**src/hdl/task_io_pkg.sv**
```systemverilog
// Package for the parallel motion-task I/O interface: register map,
// field positions, reset values, timing counts and carrier structs.
// Assumes a 250 MHz core clock and a 32-bit APB register bus.
`default_nettype none

package task_io_pkg;

   // ----------------------------------------------------------------
   // Timing
   // ----------------------------------------------------------------
   localparam int unsigned CLK_MHZ = 250;
   localparam int unsigned ADDR_SETTLE_MS = 4;
   localparam int unsigned START_DELAY_MAX_MS = 2;
   localparam int unsigned ADDR_SETTLE_CYC = ADDR_SETTLE_MS * 1000 * CLK_MHZ;
   localparam int unsigned START_DELAY_CYC = START_DELAY_MAX_MS * 1000 * CLK_MHZ;

   // ----------------------------------------------------------------
   // Register byte offsets
   // ----------------------------------------------------------------
   localparam logic [7:0] CTRL_OFS = 8'h00;
   localparam logic [7:0] STATUS_OFS = 8'h04;
   localparam logic [7:0] IRQ_STAT_OFS = 8'h08;
   localparam logic [7:0] IRQ_MASK_OFS = 8'h0c;
   localparam logic [7:0] REQ_OFS = 8'h10;
   localparam logic [7:0] MOTION_OFS = 8'h14;
   localparam logic [7:0] PREG_OFS = 8'h18;

   // CTRL fields
   localparam int CTRL_BASE_REF_BIT = 0;
   localparam int CTRL_BASE_NEXT_BIT = 1;
   localparam int CTRL_BASE_RESUME_BIT = 2;
   localparam int CTRL_PROG_MODE_LSB = 4;
   localparam int CTRL_FLAG0_CE_BIT = 6;
   localparam logic [31:0] CTRL_RESET = 32'h0000_0000;

   // Motion status fields (written by the position controller side)
   localparam int MOT_IN_POS_BIT = 0;
   localparam int MOT_SEQ_START_BIT = 1;
   localparam int MOT_SEQ_FIRST_BIT = 2;
   localparam int MOT_CONTOUR_BIT = 3;
   localparam int MOT_WARN_BIT = 4;

   // Event / interrupt bit positions
   localparam int EV_START = 0;
   localparam int EV_NEXT = 1;
   localparam int EV_RESUME = 2;
   localparam int EV_JOG_ON = 3;
   localparam int EV_JOG_OFF = 4;
   localparam int EV_CLEAR = 5;
   localparam int EV_REF = 6;
   localparam int EV_LATE = 7;
   localparam int EV_W = 8;

   // Sequence-progress signalling forms
   typedef enum logic [1:0] {
      PROG_TOGGLE = 2'h0,
      PROG_PULSE = 2'h1,
      PROG_LEVEL = 2'h2,
      PROG_OFF = 2'h3
   } prog_mode_t;

   typedef enum logic [2:0] {
      REQ_NONE = 3'h0,
      REQ_START = 3'h1,
      REQ_NEXT = 3'h2,
      REQ_RESUME = 3'h3,
      REQ_JOG_ON = 3'h4,
      REQ_JOG_OFF = 3'h5
   } req_kind_t;

   // Card input bundle
   typedef struct packed {
      logic [7:0] task_sel;
      logic ref_sw;
      logic follow_err_clear;
      logic next_task_start;
      logic jog;
      logic task_resume;
      logic task_start_sel;
   } card_in_t;

   // Base-unit digital inputs that share functions with the card
   typedef struct packed {
      logic [7:0] task_sel;
      logic task_start;
      logic next_task_start;
      logic task_resume;
      logic ref_sw;
   } base_in_t;

   // Request to the position controller
   typedef struct packed {
      logic valid;
      req_kind_t kind;
      logic [7:0] task_num;
      logic from_base;
   } motion_req_t;

endpackage

`default_nettype wire

```
**src/hdl/motion_task_io_interface.sv**
```systemverilog
// Parallel motion-task I/O interface: strobe decoding, request issue to
// the position controller, output signalling and an APB register file.
// Assumes all card and base inputs arrive asynchronously to clock and
// that the position controller acknowledges requests with req_ack.
//
// Summary of operation
// (RL1) Task number: eight select bits, bit0 LSB.
// (RL2) Start strobe begins task from select inputs.
// (RL3) Base start uses base unit select inputs.
// (RL4) Ignore card reference when base reference configured.
// (RL5) Error clear drops following/monitoring warnings.
// (RL6) Next task waits for target position.
// (RL7) Base input may also start next task.
// (RL8) Jog rising starts, falling cancels.
// (RL9) Restart resumes interrupted task; base too.
// (RL10) In-position high when target within window.
// (RL11) Progress output inverts at each sequence task.
// (RL12) Progress output low at sequence's first task.
// (RL13) Progress signalling form is configurable.
// (RL14) Flag0 may show low-active contouring error.
// (RL15) Position flag high while preset active.
// (RL16) Controller holds task number 4 ms before strobe.
// (RL17) Motion begins within 2 ms of strobe.
// (RL18) Inputs synchronised, one request per edge.
//
// The APB slave port and the register addresses were left to the implementer.
`default_nettype none

module motion_task_io_interface #(
   parameter int unsigned START_DELAY_CYC = task_io_pkg::START_DELAY_CYC
) (
   input wire logic clock, // Core clock
   input wire logic rst_n, // Synchronous reset
   input wire task_io_pkg::card_in_t card_in, // Card inputs, async
   input wire task_io_pkg::base_in_t base_in, // Base-unit inputs, async
   input wire logic [5:0] preset_active, // Position register presets
   input wire logic req_ack, // Controller took the request
   input wire logic [31:0] motion_stat, // Controller status word
   output task_io_pkg::motion_req_t motion_req, // Request to controller
   output logic warn_clear, // One-cycle warning clear
   output logic ref_switch, // Selected reference switch
   output logic in_position_out, // Target reached
   output logic sequence_progress_out, // Sequence progress
   output logic [5:0] pos_flag_out, // Position flags, 0 may be error
   output logic irq, // Level interrupt
   input wire logic psel, // APB select
   input wire logic penable, // APB enable
   input wire logic pwrite, // APB direction
   input wire logic [7:0] paddr, // APB byte address
   input wire logic [31:0] pwdata, // APB write data
   output logic [31:0] prdata, // APB read data
   output logic pready, // APB ready
   output logic pslverr // APB error
);

   // ----------------------------------------------------------------
   // Input synchronisers and edge detection
   // ----------------------------------------------------------------
   localparam int NIN = $bits(task_io_pkg::card_in_t) + $bits(task_io_pkg::base_in_t);

   logic [NIN-1:0] meta_q, sync_q, prev_q;
   task_io_pkg::card_in_t card_s, card_p;
   task_io_pkg::base_in_t base_s, base_p;

   always_ff @(posedge clock) begin
      if (!rst_n) begin
         meta_q <= '0;
         sync_q <= '0;
         prev_q <= '0;
      end else begin
         meta_q <= {card_in, base_in};
         sync_q <= meta_q; // RL18
         prev_q <= sync_q;
      end
   end

   assign {card_s, base_s} = sync_q;
   assign {card_p, base_p} = prev_q;

   function automatic logic rise(input logic now, input logic was);
      rise = now & ~was;
   endfunction

   // ----------------------------------------------------------------
   // Registers
   // ----------------------------------------------------------------
   logic [31:0] ctrl_q;
   logic [task_io_pkg::EV_W-1:0] ev_stat_q, ev_mask_q, ev_set;
   logic base_ref_cfg, base_next_cfg, base_resume_cfg, flag0_ce;
   task_io_pkg::prog_mode_t prog_mode;

   assign base_ref_cfg = ctrl_q[task_io_pkg::CTRL_BASE_REF_BIT];
   assign base_next_cfg = ctrl_q[task_io_pkg::CTRL_BASE_NEXT_BIT];
   assign base_resume_cfg = ctrl_q[task_io_pkg::CTRL_BASE_RESUME_BIT];
   assign prog_mode = task_io_pkg::prog_mode_t'(ctrl_q[task_io_pkg::CTRL_PROG_MODE_LSB +: 2]);
   assign flag0_ce = ctrl_q[task_io_pkg::CTRL_FLAG0_CE_BIT];

   // ----------------------------------------------------------------
   // Strobe decoding
   // ----------------------------------------------------------------
   logic start_card, start_base, next_ev, resume_ev, jog_on, jog_off, clr_ev;
   logic in_pos;

   assign in_pos = motion_stat[task_io_pkg::MOT_IN_POS_BIT];
   assign start_card = rise(card_s.task_start_sel, card_p.task_start_sel); // RL2
   assign start_base = rise(base_s.task_start, base_p.task_start); // RL3
   assign next_ev = rise(card_s.next_task_start, card_p.next_task_start)
      | (base_next_cfg & rise(base_s.next_task_start, base_p.next_task_start)); // RL7
   assign resume_ev = rise(card_s.task_resume, card_p.task_resume)
      | (base_resume_cfg & rise(base_s.task_resume, base_p.task_resume)); // RL9
   assign jog_on = rise(card_s.jog, card_p.jog); // RL8
   assign jog_off = rise(card_p.jog, card_s.jog); // RL8
   assign clr_ev = rise(card_s.follow_err_clear, card_p.follow_err_clear); // RL5

   // ----------------------------------------------------------------
   // Pending requests, issued one at a time
   // ----------------------------------------------------------------
   logic start_pend_q, start_src_q, next_pend_q, resume_pend_q, jogon_pend_q, jogoff_pend_q;
   logic [7:0] start_num_q;
   logic issue;
   task_io_pkg::req_kind_t pick;

   // Cancel outranks a stale jog start; next waits for in-position
   always_comb begin
      pick = task_io_pkg::REQ_NONE;
      if (jogoff_pend_q)
         pick = task_io_pkg::REQ_JOG_OFF; // RL8
      else if (start_pend_q)
         pick = task_io_pkg::REQ_START;
      else if (resume_pend_q)
         pick = task_io_pkg::REQ_RESUME;
      else if (jogon_pend_q)
         pick = task_io_pkg::REQ_JOG_ON;
      else if (next_pend_q && in_pos)
         pick = task_io_pkg::REQ_NEXT; // RL6
   end

   assign issue = !motion_req.valid && (pick != task_io_pkg::REQ_NONE);

   always_ff @(posedge clock) begin
      if (!rst_n) begin
         start_pend_q <= 1'b0;
         start_src_q <= 1'b0;
         start_num_q <= 8'h00;
         next_pend_q <= 1'b0;
         resume_pend_q <= 1'b0;
         jogon_pend_q <= 1'b0;
         jogoff_pend_q <= 1'b0;
      end else begin
         // Task number latched at the strobe; host held it steady beforehand
         if (start_card || start_base) begin
            start_pend_q <= 1'b1;
            start_src_q <= start_base && !start_card;
            start_num_q <= start_card ? card_s.task_sel : base_s.task_sel; // RL1 RL16
         end else if (issue && pick == task_io_pkg::REQ_START)
            start_pend_q <= 1'b0;
         if (next_ev)
            next_pend_q <= 1'b1;
         else if (issue && pick == task_io_pkg::REQ_NEXT)
            next_pend_q <= 1'b0;
         if (resume_ev)
            resume_pend_q <= 1'b1;
         else if (issue && pick == task_io_pkg::REQ_RESUME)
            resume_pend_q <= 1'b0;
         if (jog_on)
            jogon_pend_q <= 1'b1;
         else if (jog_off || (issue && pick == task_io_pkg::REQ_JOG_ON))
            jogon_pend_q <= 1'b0;
         if (jog_off)
            jogoff_pend_q <= 1'b1;
         else if (issue && pick == task_io_pkg::REQ_JOG_OFF)
            jogoff_pend_q <= 1'b0;
      end
   end

   always_ff @(posedge clock) begin
      if (!rst_n)
         motion_req <= '0;
      else if (issue) begin
         motion_req.valid <= 1'b1;
         motion_req.kind <= pick;
         motion_req.task_num <= start_num_q;
         motion_req.from_base <= (pick == task_io_pkg::REQ_START) && start_src_q;
      end else if (req_ack)
         motion_req.valid <= 1'b0;
   end

   // Watchdog on the controller's acceptance
   logic [$clog2(START_DELAY_CYC+1)-1:0] wait_q;
   logic late;

   always_ff @(posedge clock) begin
      if (!rst_n || !motion_req.valid || req_ack)
         wait_q <= '0;
      else if (wait_q != START_DELAY_CYC[$bits(wait_q)-1:0])
         wait_q <= wait_q + 1'b1;
   end

   assign late = motion_req.valid && !req_ack
      && (wait_q == START_DELAY_CYC[$bits(wait_q)-1:0] - 1'b1); // RL17

   // ----------------------------------------------------------------
   // Outputs
   // ----------------------------------------------------------------
   logic seq_start, seq_first;

   assign seq_start = motion_stat[task_io_pkg::MOT_SEQ_START_BIT];
   assign seq_first = motion_stat[task_io_pkg::MOT_SEQ_FIRST_BIT];

   always_ff @(posedge clock) begin
      if (!rst_n) begin
         warn_clear <= 1'b0;
         ref_switch <= 1'b0;
         in_position_out <= 1'b0;
         pos_flag_out <= 6'h00;
      end else begin
         warn_clear <= clr_ev; // RL5
         ref_switch <= base_ref_cfg ? base_s.ref_sw : card_s.ref_sw; // RL4
         in_position_out <= in_pos; // RL10
         pos_flag_out <= preset_active; // RL15
         if (flag0_ce)
            pos_flag_out[0] <= ~motion_stat[task_io_pkg::MOT_CONTOUR_BIT]; // RL14
      end
   end

   always_ff @(posedge clock) begin
      if (!rst_n)
         sequence_progress_out <= 1'b0;
      else begin
         case (prog_mode) // RL13
            task_io_pkg::PROG_TOGGLE: begin
               if (seq_start && seq_first)
                  sequence_progress_out <= 1'b0; // RL12
               else if (seq_start)
                  sequence_progress_out <= ~sequence_progress_out; // RL11
            end
            task_io_pkg::PROG_PULSE:
               sequence_progress_out <= seq_start && !seq_first;
            task_io_pkg::PROG_LEVEL:
               sequence_progress_out <= in_pos && !seq_start;
            default:
               sequence_progress_out <= 1'b0;
         endcase
      end
   end

   // ----------------------------------------------------------------
   // Events and interrupt
   // ----------------------------------------------------------------
   always_comb begin
      ev_set = '0;
      ev_set[task_io_pkg::EV_START] = start_card | start_base;
      ev_set[task_io_pkg::EV_NEXT] = next_ev;
      ev_set[task_io_pkg::EV_RESUME] = resume_ev;
      ev_set[task_io_pkg::EV_JOG_ON] = jog_on;
      ev_set[task_io_pkg::EV_JOG_OFF] = jog_off;
      ev_set[task_io_pkg::EV_CLEAR] = clr_ev;
      ev_set[task_io_pkg::EV_REF] = ref_switch ^ (base_ref_cfg ? base_s.ref_sw : card_s.ref_sw);
      ev_set[task_io_pkg::EV_LATE] = late;
   end

   // ----------------------------------------------------------------
   // APB slave, zero wait states
   // ----------------------------------------------------------------
   logic wr_acc, rd_setup, hit;

   assign wr_acc = psel && penable && pwrite;
   assign rd_setup = psel && !penable;

   function automatic logic mapped(input logic [7:0] a);
      mapped = a == task_io_pkg::CTRL_OFS || a == task_io_pkg::STATUS_OFS
         || a == task_io_pkg::IRQ_STAT_OFS || a == task_io_pkg::IRQ_MASK_OFS
         || a == task_io_pkg::REQ_OFS || a == task_io_pkg::MOTION_OFS
         || a == task_io_pkg::PREG_OFS;
   endfunction

   assign hit = mapped(paddr);

   always_ff @(posedge clock) begin
      if (!rst_n) begin
         ctrl_q <= task_io_pkg::CTRL_RESET;
         ev_mask_q <= '0;
      end else if (wr_acc) begin
         if (paddr == task_io_pkg::CTRL_OFS)
            ctrl_q <= pwdata;
         if (paddr == task_io_pkg::IRQ_MASK_OFS)
            ev_mask_q <= pwdata[task_io_pkg::EV_W-1:0];
      end
   end

   // Set beats write-one-to-clear in the same cycle
   always_ff @(posedge clock) begin
      if (!rst_n)
         ev_stat_q <= '0;
      else if (wr_acc && paddr == task_io_pkg::IRQ_STAT_OFS)
         ev_stat_q <= (ev_stat_q & ~pwdata[task_io_pkg::EV_W-1:0]) | ev_set;
      else
         ev_stat_q <= ev_stat_q | ev_set;
   end

   always_ff @(posedge clock) begin
      if (!rst_n)
         irq <= 1'b0;
      else
         irq <= |(ev_stat_q & ev_mask_q);
   end

   // Read data is captured in setup so the access phase completes at once
   always_ff @(posedge clock) begin
      if (!rst_n) begin
         prdata <= 32'h0000_0000;
         pready <= 1'b0;
         pslverr <= 1'b0;
      end else begin
         pready <= rd_setup;
         pslverr <= rd_setup && !hit;
         if (rd_setup && !pwrite) begin
            case (paddr)
               task_io_pkg::CTRL_OFS: prdata <= ctrl_q;
               task_io_pkg::STATUS_OFS: prdata <= {16'h0000, card_s, ref_switch, base_s.ref_sw};
               task_io_pkg::IRQ_STAT_OFS: prdata <= {24'h000000, ev_stat_q};
               task_io_pkg::IRQ_MASK_OFS: prdata <= {24'h000000, ev_mask_q};
               task_io_pkg::REQ_OFS: prdata <= {16'h0000, start_num_q, next_pend_q,
                  start_pend_q, resume_pend_q, jogon_pend_q, motion_req.valid,
                  motion_req.kind};
               task_io_pkg::MOTION_OFS: prdata <= motion_stat;
               task_io_pkg::PREG_OFS: prdata <= {24'h000000, sequence_progress_out,
                  in_position_out, pos_flag_out};
               default: prdata <= 32'h0000_0000;
            endcase
         end else
            prdata <= 32'h0000_0000;
      end
   end

endmodule

`default_nettype wire

```
**config.mk**
```make
export PLATFORM = sky130hd
export DESIGN_NAME = motion_task_io_interface
export DESIGN_NICKNAME = d
export VERILOG_FILES = /design/src/hdl/task_io_pkg.sv /design/src/hdl/motion_task_io_interface.sv
export SDC_FILE = /design/constraint.sdc
export NUM_CORES = 1
export LEC_CHECK = 0
export ABC_AREA = 1
export BUFFER_PORTS_ARGS = -buffer_cell sky130_fd_sc_hd__buf_2
export CAP_MARGIN = 5
export CORE_UTILIZATION = 55
export CTS_CLUSTER_DIAMETER = 100
export CTS_CLUSTER_SIZE = 8
export DETAILED_ROUTE_END_ITERATION = 6
export GPL_TIMING_DRIVEN = 1
export PLACE_DENSITY = 0.8
export SLEW_MARGIN = 0
export SYNTH_ARGS = -nofsm -noshare
export SYNTH_HDL_FRONTEND = slang
export SYNTH_SLANG_ARGS = --single-unit
```
**constraint.sdc**
```tcl
create_clock -name clock -period 3.8 [get_ports clock]
set_clock_uncertainty 0.05 [all_clocks]
set_input_delay 0.19 -clock clock [delete_from_list [all_inputs] [get_ports clock]]
set_output_delay 0.19 -clock clock [all_outputs]
set_load 0.03 [all_outputs]
```
==> flow_summary.toml <==
[cells_and_area]
final_cell_mix = "nand2_1, dfxtp_1, buf_2"
layout-drive-gt1-share_pct = 20.7
n_antenna_cell = 0
syn2layout_area_growth_pct = 25.2
final_common_cell = "nand2_1"
nNetsFinal = 1430
fill_cells = 1154

[clock_network]
h-tree-depth = 4
clk_latency_ns = 0.44
cts_sinks = 199
cts_tree = "yes"
clkTransAtPathRegs_ns = 0.07
clk_path_buf_depth = 2
postCtsSetupRepairBufs = 0
ctsResizeCount = 0
numCtsBuffers = 17
cts_root_buffer = "clkbuf_16"

[synth]
synth.net_count = 1216
yosysWarnings = 0
synth_area_per_cell_um2 = 7.38
netlist_top_cells_area = "dfxtp_1, nand2_1, nor2_1"
syn_area_um2 = 8150
synth.distinct_cells = 35
synth_top_area_share_pct = 48.9
yosysSeqAreaShare_pct = 48.9
synth_cells = 1104
ys_seq_elements = 199
yosysTopAreaCell = "dfxtp_1"

[pwr]
p_per_area_nw_per_um2 = 423
leakage_nw = 4.88
irDropWorstVdd_v = 0.000329

[sta]
slew_viol_final = 0
worst_slew_pin_slew_ns = 0.870
setup_tns_ns = 0
setup_viol = 0
hold_viol = 0
hold-worst-slack_ns = 0.0186
relSlewSlack_pct = 41.8
worst_slack_ns = 1.87
max_clock_freq_mhz = 519
min_period_over_period_pct = 50.7
period_needed_ns = 1.93
grt_setup_unrepaired = "no"

[floorplanning]
start_util_pct = 56.3
coreArea_um2 = 14500
dieHeight_um = 124
die-area_um2 = 15300
die_w_um = 124
io_pins = 168
rows = 44

[global_routing]
track_usage_pct = 26.2
grt_pass1_vias = 6964
grt_max_degree = 68
antenna_found_initial = 0
grt_overflow = 0
grt_first_pass_wirelength_mm = 31.2

[run]
drv_cap = 0

[critical_path]
startpoint_type = "primary input"
slowest_delay_ns = 0.42
crit_top_cell = "nor2_1"
slowest_stage = "buf_4"
critPathTopFamily = "simple AND/OR/NAND/NOR gates"
path_cells = "buf_4 -> inv_2 -> nor3_2 -> inv_1 -> nor2_1 -> nand2_4 -> nor2_1"
rrSetupSlack_ns = 1.93
path_buf_inv = 3
cp.required_ns = 4.11
critPathCaptureType = "flop"
critPathMaxFanout = 53
criticalPathCategory = "in2reg"
cp.arrival_ns = 2.23

[placement]
gp_congestion = 0.953
dp_hpwl_mm = 13.3
port_buffers = 167
post-place-ws_ns = 1.42

[routing]
ant_nets = 0
drt-pass1-iter-count = 5
postRouteWirelength_mm = 19.7
drcViolationCount = 0
num_vias = 7515
drt_iter0_markers = 633
avgViaCountPerCell = 4.96
wl_per_cell_um = 13.0

[status]
status = "finished, final reports clean"

[min_path]
hold_path.class = "in2reg"
[cells in the mapped netlist]
cell type and n:
nand2_1 297, dfxtp_1 199, nor2_1 146, inv_1 129, nand3_1 65, a21oi_1 53
o21ai_0 37, o21ai_1 30, nor2_4 27, inv_2 25, clkbuf_1 14, buf_2 10
buf_6 10, a31oi_1 9, nand4_1 7, nor2_2 6, nand2_2 5, nand2_4 4
nand3_2 3, o21a_1 3, or2_2 3, a221oi_1 2, buf_1 2, buf_12 2
buf_4 2, ha_1 2, nand3b_1 2, nor3_1 2, xor2_1 2, a211oi_1 1
a22oi_1 1, nor3_2 1, o21ai_2 1, o22ai_1 1, xnor2_1 1
[cells by family (layout without fill, tap and decap cells)]
group | count (synthesis) | after routing | share of synthesized area, %
fa+ha+maj | 2 | 2 | 0.307
compound gates | 138 | 138 | 8.92
flops | 199 | 199 | 48.9
xor+xnor | 3 | 3 | 0.322
simple gates | 568 | 568 | 31.1
buf+inv | 194 | 421 | 10.5
[worst reg2reg max path: stages, from the launching register on]
cell	delay (ns)
dfxtp_1	0.44
inv_1	0.19
nor2_1	0.16
nand2_1	0.35
inv_1	0.31
o21ai_0	0.15
a21oi_1	0.14
[area by class of cell]
class | count | area [um2] | area share [%]
Clock buffer | 18 | 429 | 4.20
Clock inverter | 14 | 163 | 1.59
Inverter | 154 | 578 | 5.66
Multi-Input combinational cell | 711 | 3310 | 32.4
Sequential cell | 199 | 3980 | 39.0
Tap cell | 184 | 230 | 2.26
Timing Repair Buffer | 235 | 1510 | 14.8
[final timing paths]
| path | cells after the start | start | end |
|---|---|---|---|
| setup / recovery | 7 | rst_n | prdata[8] |
| hold / removal | 3 | motion_stat[1] | sequence_progress_out |
| setup reg to reg | 6 | motion_req[12] | wait_q[5] |
| hold reg to reg | 2 | meta_q[1] | sync_q[1] |
[per-stage QoR]
stage	utilization, %	total power, W	std cells	area, um2
after global routing	70.5	0.00447	1515	10200
after floorplan	-	0.00241	1104	8150
final	70.5	0.00432	1515	10200
after global placement	61.9	0.00253	1418	8960
after detailed placement	61.9	0.00253	1418	8960
after CTS	70.5	0.00434	1515	10200
[flip-flops by register name, indices dropped and copies added (netlist names), 6 cells and up]
name / flops
ev_mask_q: 8
prev_q: 8
sync_q: 26
pos_flag_out: 6
ev_stat_q: 8
motion_req: 13
prdata: 32
start_num_q: 8
meta_q: 26
wait_q: 19
ctrl_q: 32
[metal layers]
layer  share of wire (%)  up-vias  GRT usage (%)  routed length [um]
li1                    -     3831              -                   -
met1                  42     3364           30.9                8330
met2                  48      260           44.9                9530
met3                 5.6       60           5.27                1100
met4                 3.6        0           13.6                 699
met5                   0        -              0                   0
[power breakdown]
| part | switching [W] | internal [W] |
|---|---|---|
| clock network | 0.000840 | 0.000937 |
| registers | 0.0000373 | 0.00215 |
| logic | 0.000211 | 0.000147 |
[repair_timing]
item                       in CTS  in global routing
setup endpoints to repair       0                  0
hold endpoints to repair       64                  0
hold buffers                   65                  0
Note: power is estimated with default switching activity, not from simulation.
